[config.mk]
export PLATFORM = sky130hd
export DESIGN_NAME = crc_codec_rate_config_serial
export DESIGN_NICKNAME = d
export VERILOG_FILES = /design/src/common/crc_pkg.sv /design/src/rtl/crc_codec_rate_config_serial.sv
export SDC_FILE = /design/constraint.sdc
export NUM_CORES = 1
export LEC_CHECK = 0
export BUFFER_PORTS_ARGS = -buffer_cell sky130_fd_sc_hd__buf_2
export CORE_ASPECT_RATIO = 1.4
export CORE_MARGIN = 10
export CORE_UTILIZATION = 30
export CTS_CLUSTER_DIAMETER = 80
export DETAILED_ROUTE_END_ITERATION = 8
export SYNTH_ARGS = -nofsm -noshare
export SYNTH_HDL_FRONTEND = slang
export SYNTH_SLANG_ARGS = --single-unit
[constraint.sdc]
create_clock -name clk_sys -period 5.46 [get_ports clk_sys]
set_input_delay 0.273 -clock clk_sys [delete_from_list [all_inputs] [get_ports clk_sys]]
set_output_delay 0.273 -clock clk_sys [all_outputs]
set_load 0.005 [all_outputs]
[src/common/crc_pkg.sv]
package crc_pkg;
  localparam int WORD_W = 16;
  localparam int SHIFT_DIV = 4;
  localparam int GAP_SHIFTS = 4;
  localparam logic [1:0] SEL_NORMAL = 2'h0;
  localparam logic [1:0] SEL_PLUS = 2'h1;
  localparam logic [1:0] SEL_MINUS = 2'h2;
  localparam logic [1:0] SEL_SECONDARY = 2'h3;
  localparam logic [4:0] COARSE_RST = 5'h09;
  localparam logic [5:0] TRIM_RST = 6'h01;
  localparam logic [5:0] RATE_RST = 6'h24;
  localparam logic [5:0] RATE_FALLBACK = 6'h24;
  localparam logic [6:0] MOD64_ADD = 7'h40;
  localparam logic [7:0] CONFIG_RST = 8'hb9;
  // field positions in the secondary word
  localparam int TX_COARSE_LSB = 9;
  localparam int RX_COARSE_LSB = 2;
  localparam int TX_SIX_LSB = 9;
  localparam int RX_SIX_LSB = 2;
  // converter_config packs d9 into bit 7 and d7..d2 into bits 5..0, bit 6 is zero
  localparam int CFG_HPF = 0;
  localparam int CFG_LOOP = 1;
  localparam int CFG_AUX = 2;
  localparam int CFG_SYNC = 3;
  localparam int CFG_GAIN0 = 4;
  localparam int CFG_GAIN1 = 5;
  localparam int CFG_SINX = 7;
  typedef enum logic [2:0] {
    CRC_IDLE = 3'b000,
    CRC_SHIFT = 3'b001,
    CRC_GAP = 3'b011,
    CRC_SEC = 3'b010
  } crc_state_e;
endpackage

[src/rtl/crc_codec_rate_config_serial.sv]
`timescale 1ns/10ps
module crc_codec_rate_config_serial #(
  parameter int BUF_DEPTH = 2
) (
  // clock and reset
  input wire logic clk_sys,
  input wire logic rst,
  // serial link
  input wire logic host_to_unit_serial_word,
  output logic shift_clk,
  output logic tx_frame_sync_n,
  output logic rx_frame_sync_n,
  // converter side
  output logic [13:0] dac_sample,
  output logic dac_sample_valid,
  input wire logic dac_sample_ready,
  output logic dac_convert,
  output logic adc_convert,
  output logic [crc_pkg::WORD_W-9:0] converter_config,
  output logic shut_down
);
  import crc_pkg::*;

  // the buffer logic below serves exactly two entries
  if (BUF_DEPTH != 2) begin : g_depth_check
    $error("BUF_DEPTH must be 2");
  end

  // ------------------------------------------------------------
  // shift clock divider
  // ------------------------------------------------------------
  logic [1:0] div_q;
  logic sclk_rise, sclk_fall;
  always_ff @(posedge clk_sys or posedge rst) begin
    if (rst) begin
      div_q <= 2'h0;
      shift_clk <= 1'b0;
    end else begin
      div_q <= div_q + 2'h1;
      shift_clk <= (div_q == 2'h1) || (div_q == 2'h2);
    end
  end
  assign sclk_rise = (div_q == 2'h1);
  assign sclk_fall = (div_q == 2'h3);

  // ------------------------------------------------------------
  // registers
  // ------------------------------------------------------------
  logic [4:0] tx_coarse_divider_q, rx_coarse_divider_q;
  logic [5:0] tx_period_trim_q, rx_period_trim_q;
  logic [5:0] tx_rate_divider_q, rx_rate_divider_q;
  logic [4:0] rx_coarse_pend_q;
  logic [5:0] rx_trim_pend_q, rx_rate_pend_q;
  logic [2:0] rx_pend_q; // coarse, trim, rate pending
  logic [1:0] tx_adj_q, rx_adj_q;
  logic rx_adj_pend_q;

  // ------------------------------------------------------------
  // serial receiver
  // ------------------------------------------------------------
  crc_state_e state_q;
  logic [3:0] bit_q;
  logic [2:0] gap_q;
  logic [15:0] shreg_q;
  logic word_done, is_secondary_q, tx_period_end, rx_period_end;
  logic frame_req_q;
  logic [15:0] word;
  assign word = {shreg_q[14:0], host_to_unit_serial_word};
  assign word_done = (state_q == CRC_SHIFT) && sclk_fall && (bit_q == 4'hf);

  always_ff @(posedge clk_sys or posedge rst) begin
    if (rst) begin
      state_q <= CRC_IDLE;
      bit_q <= 4'h0;
      gap_q <= 3'h0;
      shreg_q <= 16'h0000;
      is_secondary_q <= 1'b0;
      frame_req_q <= 1'b0;
      tx_frame_sync_n <= 1'b1;
      rx_frame_sync_n <= 1'b1;
    end else begin
      // a period end that misses a shift rise waits here for the next one
      if (tx_period_end) frame_req_q <= 1'b1;
      case (state_q)
        CRC_IDLE: begin
          if ((frame_req_q || tx_period_end) && sclk_rise) begin
            state_q <= CRC_SHIFT;
            is_secondary_q <= 1'b0;
            frame_req_q <= 1'b0;
            tx_frame_sync_n <= 1'b0;
            rx_frame_sync_n <= 1'b0;
            bit_q <= 4'h0;
          end else if (sclk_rise) begin
            // frame sync rises one shift clock after the last bit
            tx_frame_sync_n <= 1'b1;
            rx_frame_sync_n <= 1'b1;
          end
        end
        CRC_SHIFT: begin
          if (sclk_fall) begin
            shreg_q <= word;
            bit_q <= bit_q + 4'h1;
            if (bit_q == 4'hf) begin
              if (!is_secondary_q && word[1:0] == SEL_SECONDARY) begin
                state_q <= CRC_GAP;
                gap_q <= 3'h0;
              end else begin
                state_q <= CRC_IDLE;
              end
            end
          end
        end
        CRC_GAP: begin
          if (sclk_rise) begin
            if (gap_q == 3'(GAP_SHIFTS)) begin
              state_q <= CRC_SHIFT;
              is_secondary_q <= 1'b1;
              tx_frame_sync_n <= 1'b0;
              rx_frame_sync_n <= converter_config[CFG_SYNC];
              bit_q <= 4'h0;
            end else begin
              // first rise ends the primary frame, three more make the gap
              tx_frame_sync_n <= 1'b1;
              rx_frame_sync_n <= 1'b1;
              gap_q <= gap_q + 3'h1;
            end
          end
        end
        default: state_q <= CRC_IDLE;
      endcase
    end
  end

  // ------------------------------------------------------------
  // register writes from the secondary word
  // ------------------------------------------------------------
  logic sec_done, pri_done;
  assign sec_done = word_done && is_secondary_q;
  assign pri_done = word_done && !is_secondary_q;

  always_ff @(posedge clk_sys or posedge rst) begin
    if (rst) begin
      tx_coarse_divider_q <= COARSE_RST;
      tx_period_trim_q <= TRIM_RST;
      tx_rate_divider_q <= RATE_RST;
      converter_config <= CONFIG_RST;
    end else if (sec_done) begin
      case (word[1:0])
        2'h0: tx_coarse_divider_q <= word[TX_COARSE_LSB +: 5];
        2'h1: tx_period_trim_q <= word[TX_SIX_LSB +: 6];
        2'h2: begin
          if (word[TX_SIX_LSB +: 6] < 6'h02) begin
            tx_rate_divider_q <= RATE_FALLBACK;
          end else begin
            tx_rate_divider_q <= word[TX_SIX_LSB +: 6];
          end
        end
        default: converter_config <= {word[9], 1'b0, word[7:2]};
      endcase
    end
  end

  // rx values wait in pending slots until the rx period ends
  logic rx_sec_wr;
  assign rx_sec_wr = sec_done && (word[1:0] != SEL_SECONDARY);
  always_ff @(posedge clk_sys or posedge rst) begin
    if (rst) begin
      rx_coarse_pend_q <= COARSE_RST;
      rx_trim_pend_q <= TRIM_RST;
      rx_rate_pend_q <= RATE_RST;
      rx_pend_q <= 3'h0;
    end else begin
      if (rx_period_end) rx_pend_q <= 3'h0;
      // a write landing on the period end is kept for the next period
      if (rx_sec_wr && (rx_period_end || !rx_pend_q[word[1:0]])) begin
        rx_pend_q[word[1:0]] <= 1'b1;
        case (word[1:0])
          2'h0: rx_coarse_pend_q <= word[RX_COARSE_LSB +: 5];
          2'h1: rx_trim_pend_q <= word[RX_SIX_LSB +: 6];
          default: rx_rate_pend_q <= (word[RX_SIX_LSB +: 6] < 6'h02) ? RATE_FALLBACK
                                     : word[RX_SIX_LSB +: 6];
        endcase
      end
    end
  end

  always_ff @(posedge clk_sys or posedge rst) begin
    if (rst) begin
      rx_coarse_divider_q <= COARSE_RST;
      rx_period_trim_q <= TRIM_RST;
      rx_rate_divider_q <= RATE_RST;
    end else if (rx_period_end) begin
      if (rx_pend_q[0]) rx_coarse_divider_q <= rx_coarse_pend_q;
      if (rx_pend_q[1]) rx_period_trim_q <= rx_trim_pend_q;
      if (rx_pend_q[2]) rx_rate_divider_q <= rx_rate_pend_q;
    end
  end

  // ------------------------------------------------------------
  // adjust commands
  // ------------------------------------------------------------
  always_ff @(posedge clk_sys or posedge rst) begin
    if (rst) begin
      tx_adj_q <= SEL_NORMAL;
      rx_adj_q <= SEL_NORMAL;
      rx_adj_pend_q <= 1'b0;
    end else begin
      if (pri_done) begin
        tx_adj_q <= (word[1:0] == SEL_SECONDARY) ? SEL_NORMAL : word[1:0];
      end else if (tx_period_end) begin
        tx_adj_q <= SEL_NORMAL;
      end
      if (pri_done && !rx_adj_pend_q && (word[1:0] == SEL_PLUS || word[1:0] == SEL_MINUS)) begin
        rx_adj_q <= word[1:0];
        rx_adj_pend_q <= 1'b1;
      end else if (rx_period_end) begin
        rx_adj_q <= SEL_NORMAL;
        rx_adj_pend_q <= 1'b0;
      end
    end
  end

  // ------------------------------------------------------------
  // counter A load value with fallbacks
  // ------------------------------------------------------------
  function automatic logic [5:0] crc_load_a(input logic [4:0] coarse, input logic [5:0] trim,
                                            input logic [1:0] sel);
    logic signed [7:0] sum;
    sum = 8'sh00;
    case (sel)
      SEL_PLUS: sum = $signed({3'h0, coarse}) + $signed({{2{trim[5]}}, trim});
      SEL_MINUS: sum = $signed({3'h0, coarse}) - $signed({{2{trim[5]}}, trim});
      default: sum = $signed({3'h0, coarse});
    endcase
    if (sum < 0) begin
      crc_load_a = 6'(sum + $signed({1'b0, MOD64_ADD}));
    end else if (sum < 2) begin
      crc_load_a = {1'b0, coarse};
    end else begin
      crc_load_a = sum[5:0];
    end
  endfunction

  // ------------------------------------------------------------
  // conversion timing counters
  // ------------------------------------------------------------
  logic [6:0] tx_cnt_a_q, rx_cnt_a_q;
  logic [5:0] tx_cnt_b_q, rx_cnt_b_q;
  logic tx_a_end, rx_a_end, sync_mode, halt;
  assign sync_mode = converter_config[CFG_SYNC];
  assign halt = (tx_coarse_divider_q < 5'h02) ||
                (!sync_mode && rx_coarse_divider_q < 5'h02);
  // A counts two master clocks per count: filter clock is master / 2A
  assign tx_a_end = (tx_cnt_a_q <= 7'h01);
  assign rx_a_end = (rx_cnt_a_q <= 7'h01);
  assign tx_period_end = !halt && tx_a_end && (tx_cnt_b_q <= 6'h01);
  assign rx_period_end = sync_mode ? tx_period_end
                         : (!halt && rx_a_end && (rx_cnt_b_q <= 6'h01));

  always_ff @(posedge clk_sys or posedge rst) begin
    if (rst) begin
      tx_cnt_a_q <= {COARSE_RST, 2'h0};
      tx_cnt_b_q <= RATE_RST;
    end else if (!halt) begin
      if (tx_a_end) begin
        tx_cnt_a_q <= {crc_load_a(tx_coarse_divider_q, tx_period_trim_q, tx_period_end ? tx_adj_q
                       : SEL_NORMAL), 1'b0};
        tx_cnt_b_q <= tx_period_end ? tx_rate_divider_q : tx_cnt_b_q - 6'h01;
      end else begin
        tx_cnt_a_q <= tx_cnt_a_q - 7'h01;
      end
    end
  end

  always_ff @(posedge clk_sys or posedge rst) begin
    if (rst) begin
      rx_cnt_a_q <= {COARSE_RST, 2'h0};
      rx_cnt_b_q <= RATE_RST;
    end else if (!halt && !sync_mode) begin
      if (rx_a_end) begin
        rx_cnt_a_q <= {crc_load_a(rx_coarse_divider_q, rx_period_trim_q, rx_period_end ? rx_adj_q
                       : SEL_NORMAL), 1'b0};
        rx_cnt_b_q <= rx_period_end ? rx_rate_divider_q : rx_cnt_b_q - 6'h01;
      end else begin
        rx_cnt_a_q <= rx_cnt_a_q - 7'h01;
      end
    end
  end

  always_ff @(posedge clk_sys or posedge rst) begin
    if (rst) begin
      dac_convert <= 1'b0;
      adc_convert <= 1'b0;
      shut_down <= 1'b0;
    end else begin
      dac_convert <= tx_period_end;
      adc_convert <= rx_period_end;
      shut_down <= halt;
    end
  end

  // ------------------------------------------------------------
  // two-entry sample buffer toward the converter
  // ------------------------------------------------------------
  logic [13:0] buf_q [BUF_DEPTH];
  logic [1:0] cnt_q;
  logic rd_q, wr_q, push, pop;
  assign pop = dac_sample_valid && dac_sample_ready;
  assign push = pri_done && (cnt_q != 2'(BUF_DEPTH)); // full buffer drops new word
  always_ff @(posedge clk_sys or posedge rst) begin
    if (rst) begin
      cnt_q <= 2'h0;
      rd_q <= 1'b0;
      wr_q <= 1'b0;
      buf_q[0] <= 14'h0000;
      buf_q[1] <= 14'h0000;
      dac_sample <= 14'h0000;
      dac_sample_valid <= 1'b0;
    end else begin
      if (push) begin
        buf_q[wr_q] <= word[15:2];
        wr_q <= ~wr_q;
      end
      if (pop) rd_q <= ~rd_q;
      cnt_q <= cnt_q + 2'(push) - 2'(pop);
      // dac_sample keeps last word when nothing new arrives
      if (!dac_sample_valid || pop) begin
        if (cnt_q - 2'(pop) != 2'h0) begin
          dac_sample <= buf_q[rd_q ^ pop];
          dac_sample_valid <= 1'b1;
        end else begin
          dac_sample_valid <= 1'b0;
        end
      end
    end
  end
endmodule

# Yosys cells after proc, flatten, opt, wreduce, memory -nomap -nowiden
# Cells that the tools add are included.
# word_totals
regBits	174
latchBits	0
ram_bits	0
mem_bits_ro	0
in_bits	4
out_inout_bits	29
word_cells	237
mem_count	0
# op_classes
addsub	16
n_mul	0
div	0
n_lt_le_gt_ge	17
eq_ne	24
shifts	0
muxes	72
bitwise	9
reduce_logical	61
# ops
cell	count
2-to-1 mux 14 bit	4
2-to-1 mux 6 bit	8
2-to-1 mux 3 bit	12
2-to-1 mux 8 bit	4
one-hot mux 8 bit (2 select lines)	2
bitwise mux 28 bit	1
AND reduction 2 bit	14
logical AND 1 bit	20
2-to-1 mux 1 bit	18
< comparator 8 x 1 -> 1 bit, second input constant	2
< comparator 8 x 3 -> 1 bit, second input constant	2
2-to-1 mux 2 bit	8
2-to-1 mux 4 bit	4
adder 6 x 6 -> 7 bit	2
demux 14 bit (select 1 bit)	1
less-or-equal comparator 7 x 1 -> 1 bit, second input constant	2
2-to-1 mux 7 bit	2
inequality test 2 bit, second input constant	7
subtractor 6 x 6 -> 7 bit	2
subtractor 7 x 1 -> 7 bit, second input constant	2
adder 6 x 1 -> 6 bit, second input constant	2
== test 2 bit, second input constant	6
less-or-equal comparator 6 x 1 -> 1 bit, second input constant	2
< comparator 6 x 2 -> 1 bit, second input constant	2
other kinds (40)	70

# Longest topological paths before layout
# depth
depth_word	16
ltp_mapped	21
mapped_depth_nobuf	19

# Worst setup path after synthesis
# OpenSTA, ideal clock, no wires.
# synth_path
path_kind	register to register
startpoint	register tx_cnt_b_q[3]
endpoint	register rx_cnt_a_q[1]
setup_time_ns	0.127
arrival_time_ns	4.486
required_ns	5.333
path_slack_ns	0.847
path_stages_with_launch	18
path_buffers	2
synth_period_minus_slack_ns	4.613
cell_sequence	dfrtp_1 -> or3_4 -> or3_1 -> o31a_1 -> inv_2 -> clkbuf_1 -> and2_1 -> ha_1 -> clkbuf_1 -> mux2i_1 -> fa_1 -> a21o_1 -> a21oi_1 -> xor2_1 -> o211ai_1 -> a211oi_1 -> mux2i_1 -> or2_2
# synth_between
elab_chain_len	12
word_cells_on_any_way	15
cone_classes	add/sub: 1; order compare: 3; eq/ne: 2; mux: 8; reduce/logical: 1
# synth_rtl
element	line_no	text
start: declaration	crc_codec_rate_config_serial.sv:248	logic [5:0] tx_cnt_b_q, rx_cnt_b_q;
start signal: assignment	crc_codec_rate_config_serial.sv:268	tx_cnt_b_q <= tx_period_end ? tx_rate_divider_q : tx_cnt_b_q - 6'h01;
less-or-equal comparator 6 x 1 -> 1 bit (*)	crc_codec_rate_config_serial.sv:256	assign tx_period_end = !halt && tx_a_end && (tx_cnt_b_q <= 6'h01);
logical AND 1 bit (*)	crc_codec_rate_config_serial.sv:256	
2-to-1 mux 1 bit (*)	crc_codec_rate_config_serial.sv:257	assign rx_period_end = sync_mode ? tx_period_end
named net rx_period_end	crc_codec_rate_config_serial.sv:65	logic word_done, is_secondary_q, tx_period_end, rx_period_end;
2-to-1 mux 2 bit (*)	crc_codec_rate_config_serial.sv:281	rx_cnt_a_q <= {crc_load_a(rx_coarse_divider_q, rx_period_trim_q, rx_period_end ? rx_adj_q
== test 2 bit / == test 2 x 1 -> 1 bit (equally long branches)	crc_codec_rate_config_serial.sv:230	case (sel)
one-hot mux 8 bit (2 select lines) (*)	crc_codec_rate_config_serial.sv:230	
2-to-1 mux 8 bit (*)	crc_codec_rate_config_serial.sv:280	if (rx_a_end) begin
2-to-1 mux 8 bit (*)	crc_codec_rate_config_serial.sv:279	end else if (!halt && !sync_mode) begin
< comparator 8 x 3 -> 1 bit	crc_codec_rate_config_serial.sv:237	end else if (sum < 2) begin
2-to-1 mux 6 bit	crc_codec_rate_config_serial.sv:237	
2-to-1 mux 6 bit (*)	crc_codec_rate_config_serial.sv:235	if (sum < 0) begin
2-to-1 mux 7 bit (*)	crc_codec_rate_config_serial.sv:280	
end signal: assignment	crc_codec_rate_config_serial.sv:277	rx_cnt_a_q <= {COARSE_RST, 2'h0};
end signal: assignment	crc_codec_rate_config_serial.sv:281	
end signal: assignment	crc_codec_rate_config_serial.sv:285	rx_cnt_a_q <= rx_cnt_a_q - 7'h01;
end: declaration	crc_codec_rate_config_serial.sv:247	logic [6:0] tx_cnt_a_q, rx_cnt_a_q;
# The timed path passes the listed nets; every way through them passes the cells marked *. The select of a mux whose other input is x is not followed.
# A chain may end at the register's enable or synchronous reset.

# Worst setup path after layout
# layout_path
startpoint	register tx_coarse_divider_q[3]
endpoint	register rx_cnt_a_q[1]
# layout_between
elab_chain_len	15
word_cells_on_any_way	21
cone_classes	add/sub: 1; order compare: 3; eq/ne: 2; mux: 8; reduce/logical: 7
# layout_rtl
element	line_no	text
start: declaration	crc_codec_rate_config_serial.sv:49	logic [4:0] tx_coarse_divider_q, rx_coarse_divider_q;
start signal: assignment	crc_codec_rate_config_serial.sv:149	2'h0: tx_coarse_divider_q <= word[TX_COARSE_LSB +: 5];
< comparator 5 x 2 -> 1 bit (*)	crc_codec_rate_config_serial.sv:251	assign halt = (tx_coarse_divider_q < 5'h02) ||
logical OR 1 bit (*)	crc_codec_rate_config_serial.sv:251	
logical NOT 1 bit (*)	crc_codec_rate_config_serial.sv:256, crc_codec_rate_config_serial.sv:258, crc_codec_rate_config_serial.sv:279	
logical AND 1 bit (on tied branches) (2 in a row)	crc_codec_rate_config_serial.sv:258, crc_codec_rate_config_serial.sv:256	
2-to-1 mux 1 bit	crc_codec_rate_config_serial.sv:257	
2-to-1 mux 2 bit	crc_codec_rate_config_serial.sv:281	
== test 2 bit / == test 2 x 1 -> 1 bit (equally long branches)	crc_codec_rate_config_serial.sv:230	
one-hot mux 8 bit (2 select lines)	crc_codec_rate_config_serial.sv:230	
2-to-1 mux 8 bit	crc_codec_rate_config_serial.sv:280	
2-to-1 mux 8 bit	crc_codec_rate_config_serial.sv:279	
< comparator 8 x 3 -> 1 bit	crc_codec_rate_config_serial.sv:237	
2-to-1 mux 6 bit	crc_codec_rate_config_serial.sv:237	
2-to-1 mux 6 bit	crc_codec_rate_config_serial.sv:235	
2-to-1 mux 7 bit	crc_codec_rate_config_serial.sv:280	
# Mark *: on every way between the ends. The rest lies on a longest branch, timed or not. The select of a mux whose other input is x is not followed.

==> run summary <==
mux share of post-synthesis cell area: 0.154
CP max FO: 13
Synth Register Bits: 172
clock buffer depth: 2
Post-Synth Simple-Gate Area: 0.127
RSZ-0062 raised after global routing: false
Pins Over Slew Limit: 0
layout cells sized above 1: 0.245
Post-Syn Instances: 815
fmax: 0.205 GHz
CTS tree: yes
drt pass-1 iters: 4
Synth Area in Compound Gates: 0.112
XOR/XNOR share of the synthesized area: 0.0239
Synth Area in Adders: 0.0601
post-route clock period utilization: 0.892
Yosys warnings: 0
total CTS buffers: 17
Multi-input gate area: 4210 um2
Yosys cell types: 64
row count: 74
Setup-failing EPs final: 0
DRC Markers: 0
register area: 4340 um2
starting density of the core: 0.302
area of the core: 29100 um2
max_cap viols: 0
Synth Net Count: 860
Final Hold Fails: 0
worst slew pin tran: 1.17 ns
port bufs: 31
CTS root buffer: clkbuf_16
asr flop ratio synth: 1.00
area grow syn2layout: 14.1%
DP HPWL: 13800 um
vias in the first global route: 6304
DR WL/cell: 15.0 um
H-tree level count: 4
largest net degree at the start of global routing: 66
Post-synth EDFFs: 0
nets: 903
fill cell count: 3015
PwrDens: 269 nW/um2
clock sink count: 172
worst hold path class: input port to flop
crit start category: flop
Clk pin slew, worst setup/hold paths: 0.07 ns
chip height: 222 um
Leakage: 4.69 nW
Non-Filler Instances: 1251
status: finished clean
fin crit period: 4.87 ns
GRT Resource Usage Total: 0.108
Worst Path Required: 5.78 ns
CTS resizes: 0
Slew HR: 0.218
Clock Latency Late Sink: 0.44 ns
routed vias/inst: 4.85
Synth Cell Area: 8780 um2
Worst Path Arrival: 5.19 ns
grt ovf: 0
Worst VDD drop: 0.184 mV
global-route wire length before repair: 31900 um
die width: 165 um
GPL Wtd Cong: 0.872
TNS Setup: 0 ns
routed via count: 6069
worst clock skew: 0.00690 ns
die area: 36600 um2
Post-synth top flop: dfrtp_1
CP Class: flop to flop
n_diodes: 0
largest family of logic cells by synthesized area: multiplexers
DRT iter0 DRCs: 220
Syn Area/Cell: 10.8 um2
Inst Count DP: 1218
sequential area share after synthesis: 0.494
total wire length: 18800 um
CP endpoint kind: flop
initial antenna violation count: 0
Final ANT Viol Nets: 0
IO Pins: 33
-- flip-flops by register name, indices dropped and copies added (netlist names), 4 cells and up --
name	count
dac_sample	14
tx_period_trim_q	6
buf_q	28
tx_cnt_a_q	7
tx_cnt_b_q	6
rx_cnt_b_q	6
rx_coarse_pend_q	5
rx_coarse_divider_q	5
rx_rate_divider_q	6
rx_cnt_a_q	7
rx_trim_pend_q	6
converter_config	7
tx_rate_divider_q	6
bit_q	4
tx_coarse_divider_q	5
rx_period_trim_q	6
rx_rate_pend_q	6
shreg_q	15
-- logic make-up after synthesis --
logic type / count (synthesis)
mux: 122
compound gates: 163
simple gates: 229
buf+inv: 63
xor+xnor: 24
flops: 172
fa+ha+maj: 41
other cells: 1
-- metal layers --
metal	wire length (um)	vias up	track usage
li1	-	2975	-
met1	7700	3005	0.117
met2	10300	69	0.197
met3	400	20	0.0209
met4	378	0	0.0438
met5	0	-	0
-- metrics by stage --
stage	util	hold WS (ns)	cell area, um2	setup slack (ns)	total power, mW
4_1_cts	0.345	0.152	10000	0.579	2.73
3_3_place_gp	0.324	0.409	9430	0.703	1.52
5_1_grt	0.345	0.200	10000	0.0661	2.81
3_5_place_dp	0.324	0.410	9430	0.614	1.52
2_1_floorplan	-	0.390	8780	0.577	1.47
6_report	0.345	0.172	10000	0.587	2.69
-- report_power, final --
group	internal, mW	switching, mW	leakage, nW	total [mW]
Sequential	1.29	0.0164	2.23	1.31
Clock	0.646	0.555	0.287	1.20
Combinational	0.0621	0.123	2.18	0.186
-- cells in the mapped netlist, types with 12 or more instances --
master | number | share of area
xnor2_1 | 17 | 0.017
ha_1 | 39 | 0.056
mux2_2 | 92 | 0.12
nor3_1 | 16 | 0.0091
nor2_1 | 64 | 0.027
nand2_1 | 78 | 0.033
dfrtp_1 | 142 | 0.40
nand3_1 | 12 | 0.0068
dfstp_2 | 30 | 0.090
inv_1 | 45 | 0.019
a21oi_1 | 37 | 0.021
clkbuf_1 | 13 | 0.0056
o21ai_0 | 60 | 0.034
mux2i_1 | 26 | 0.030
-- final cells by class --
class,instances,area share
well taps,380,0.0475
clock inverters,15,0.0155
flip-flops and latches,172,0.433
repair buffers,41,0.0232
multi-input cells,580,0.420
inverters,46,0.0177
clock buffers,17,0.0425
-- final timing paths --
check                           slack [ns]  cells past startpoint                          startpoint                         endpoint
worst max-delay path                  0.59                     17  tx_coarse_divider_q[3]$_DFFE_PP1P_        rx_cnt_a_q[1]$_DFFE_PP0P_
worst min-delay path                  0.17                      4                    dac_sample_ready     dac_sample_valid$_DFFE_PP0P_
worst max register to register        0.59                     17  tx_coarse_divider_q[3]$_DFFE_PP1P_        rx_cnt_a_q[1]$_DFFE_PP0P_
worst min register to register        0.46                      1                  div_q[0]$_DFF_PP0_               div_q[0]$_DFF_PP0_
max in group asynchronous             3.79                      4                                 rst        tx_cnt_b_q[0]$_DFFE_PP0P_
min in group asynchronous             0.45                      3                                 rst  rx_period_trim_q[1]$_DFFE_PP0P_
-- critical path, cell delays in order, from the launching register on --
cell      delay, ns
dfstp_2        0.56
nor4_1         0.08
nor3_1         0.65
nand4_1        0.23
o31a_1         0.33
inv_2          0.25
and2_1         0.16
ha_1           0.34
mux2i_1        0.19
fa_1           0.47
a211oi_1       0.28
o21a_1         0.20
nor3_1         0.06
a311oi_1       0.27
a211oi_1       0.11
buf_4          0.16
mux2i_1        0.11
or2_2          0.28
-- repair_timing --
item                                    in CTS  in global routing
hold endpoints to repair                    48                  0
endpoints found under the setup margin       0                  0
setup buffers                                0                  0
hold buffers                                 1                  0
-- placed cells by master, fill, tap and decap left out, drive strengths merged, types with 5 or more instances in the layout --
master	netlist	final
nand2	78	78
nand3	12	12
nand2b	8	8
or3	9	9
dfrtp	142	142
a31oi	8	8
o22ai	6	6
or4	6	6
o21a	5	5
nor2b	6	6
a21o	8	8
nor4	8	8
a211oi	6	6
buf	4	40
mux2i	26	26
xnor2	17	17
ha	39	39
mux2	96	96
clkinv	0	5
xor2	7	7
inv	46	54
o211ai	8	8
clkbuf	13	17
a21oi	37	37
nor3	18	18
dfstp	30	30
nor2	65	65
o21ai	60	60
No activity file was read; power rests on OpenSTA's default activity.
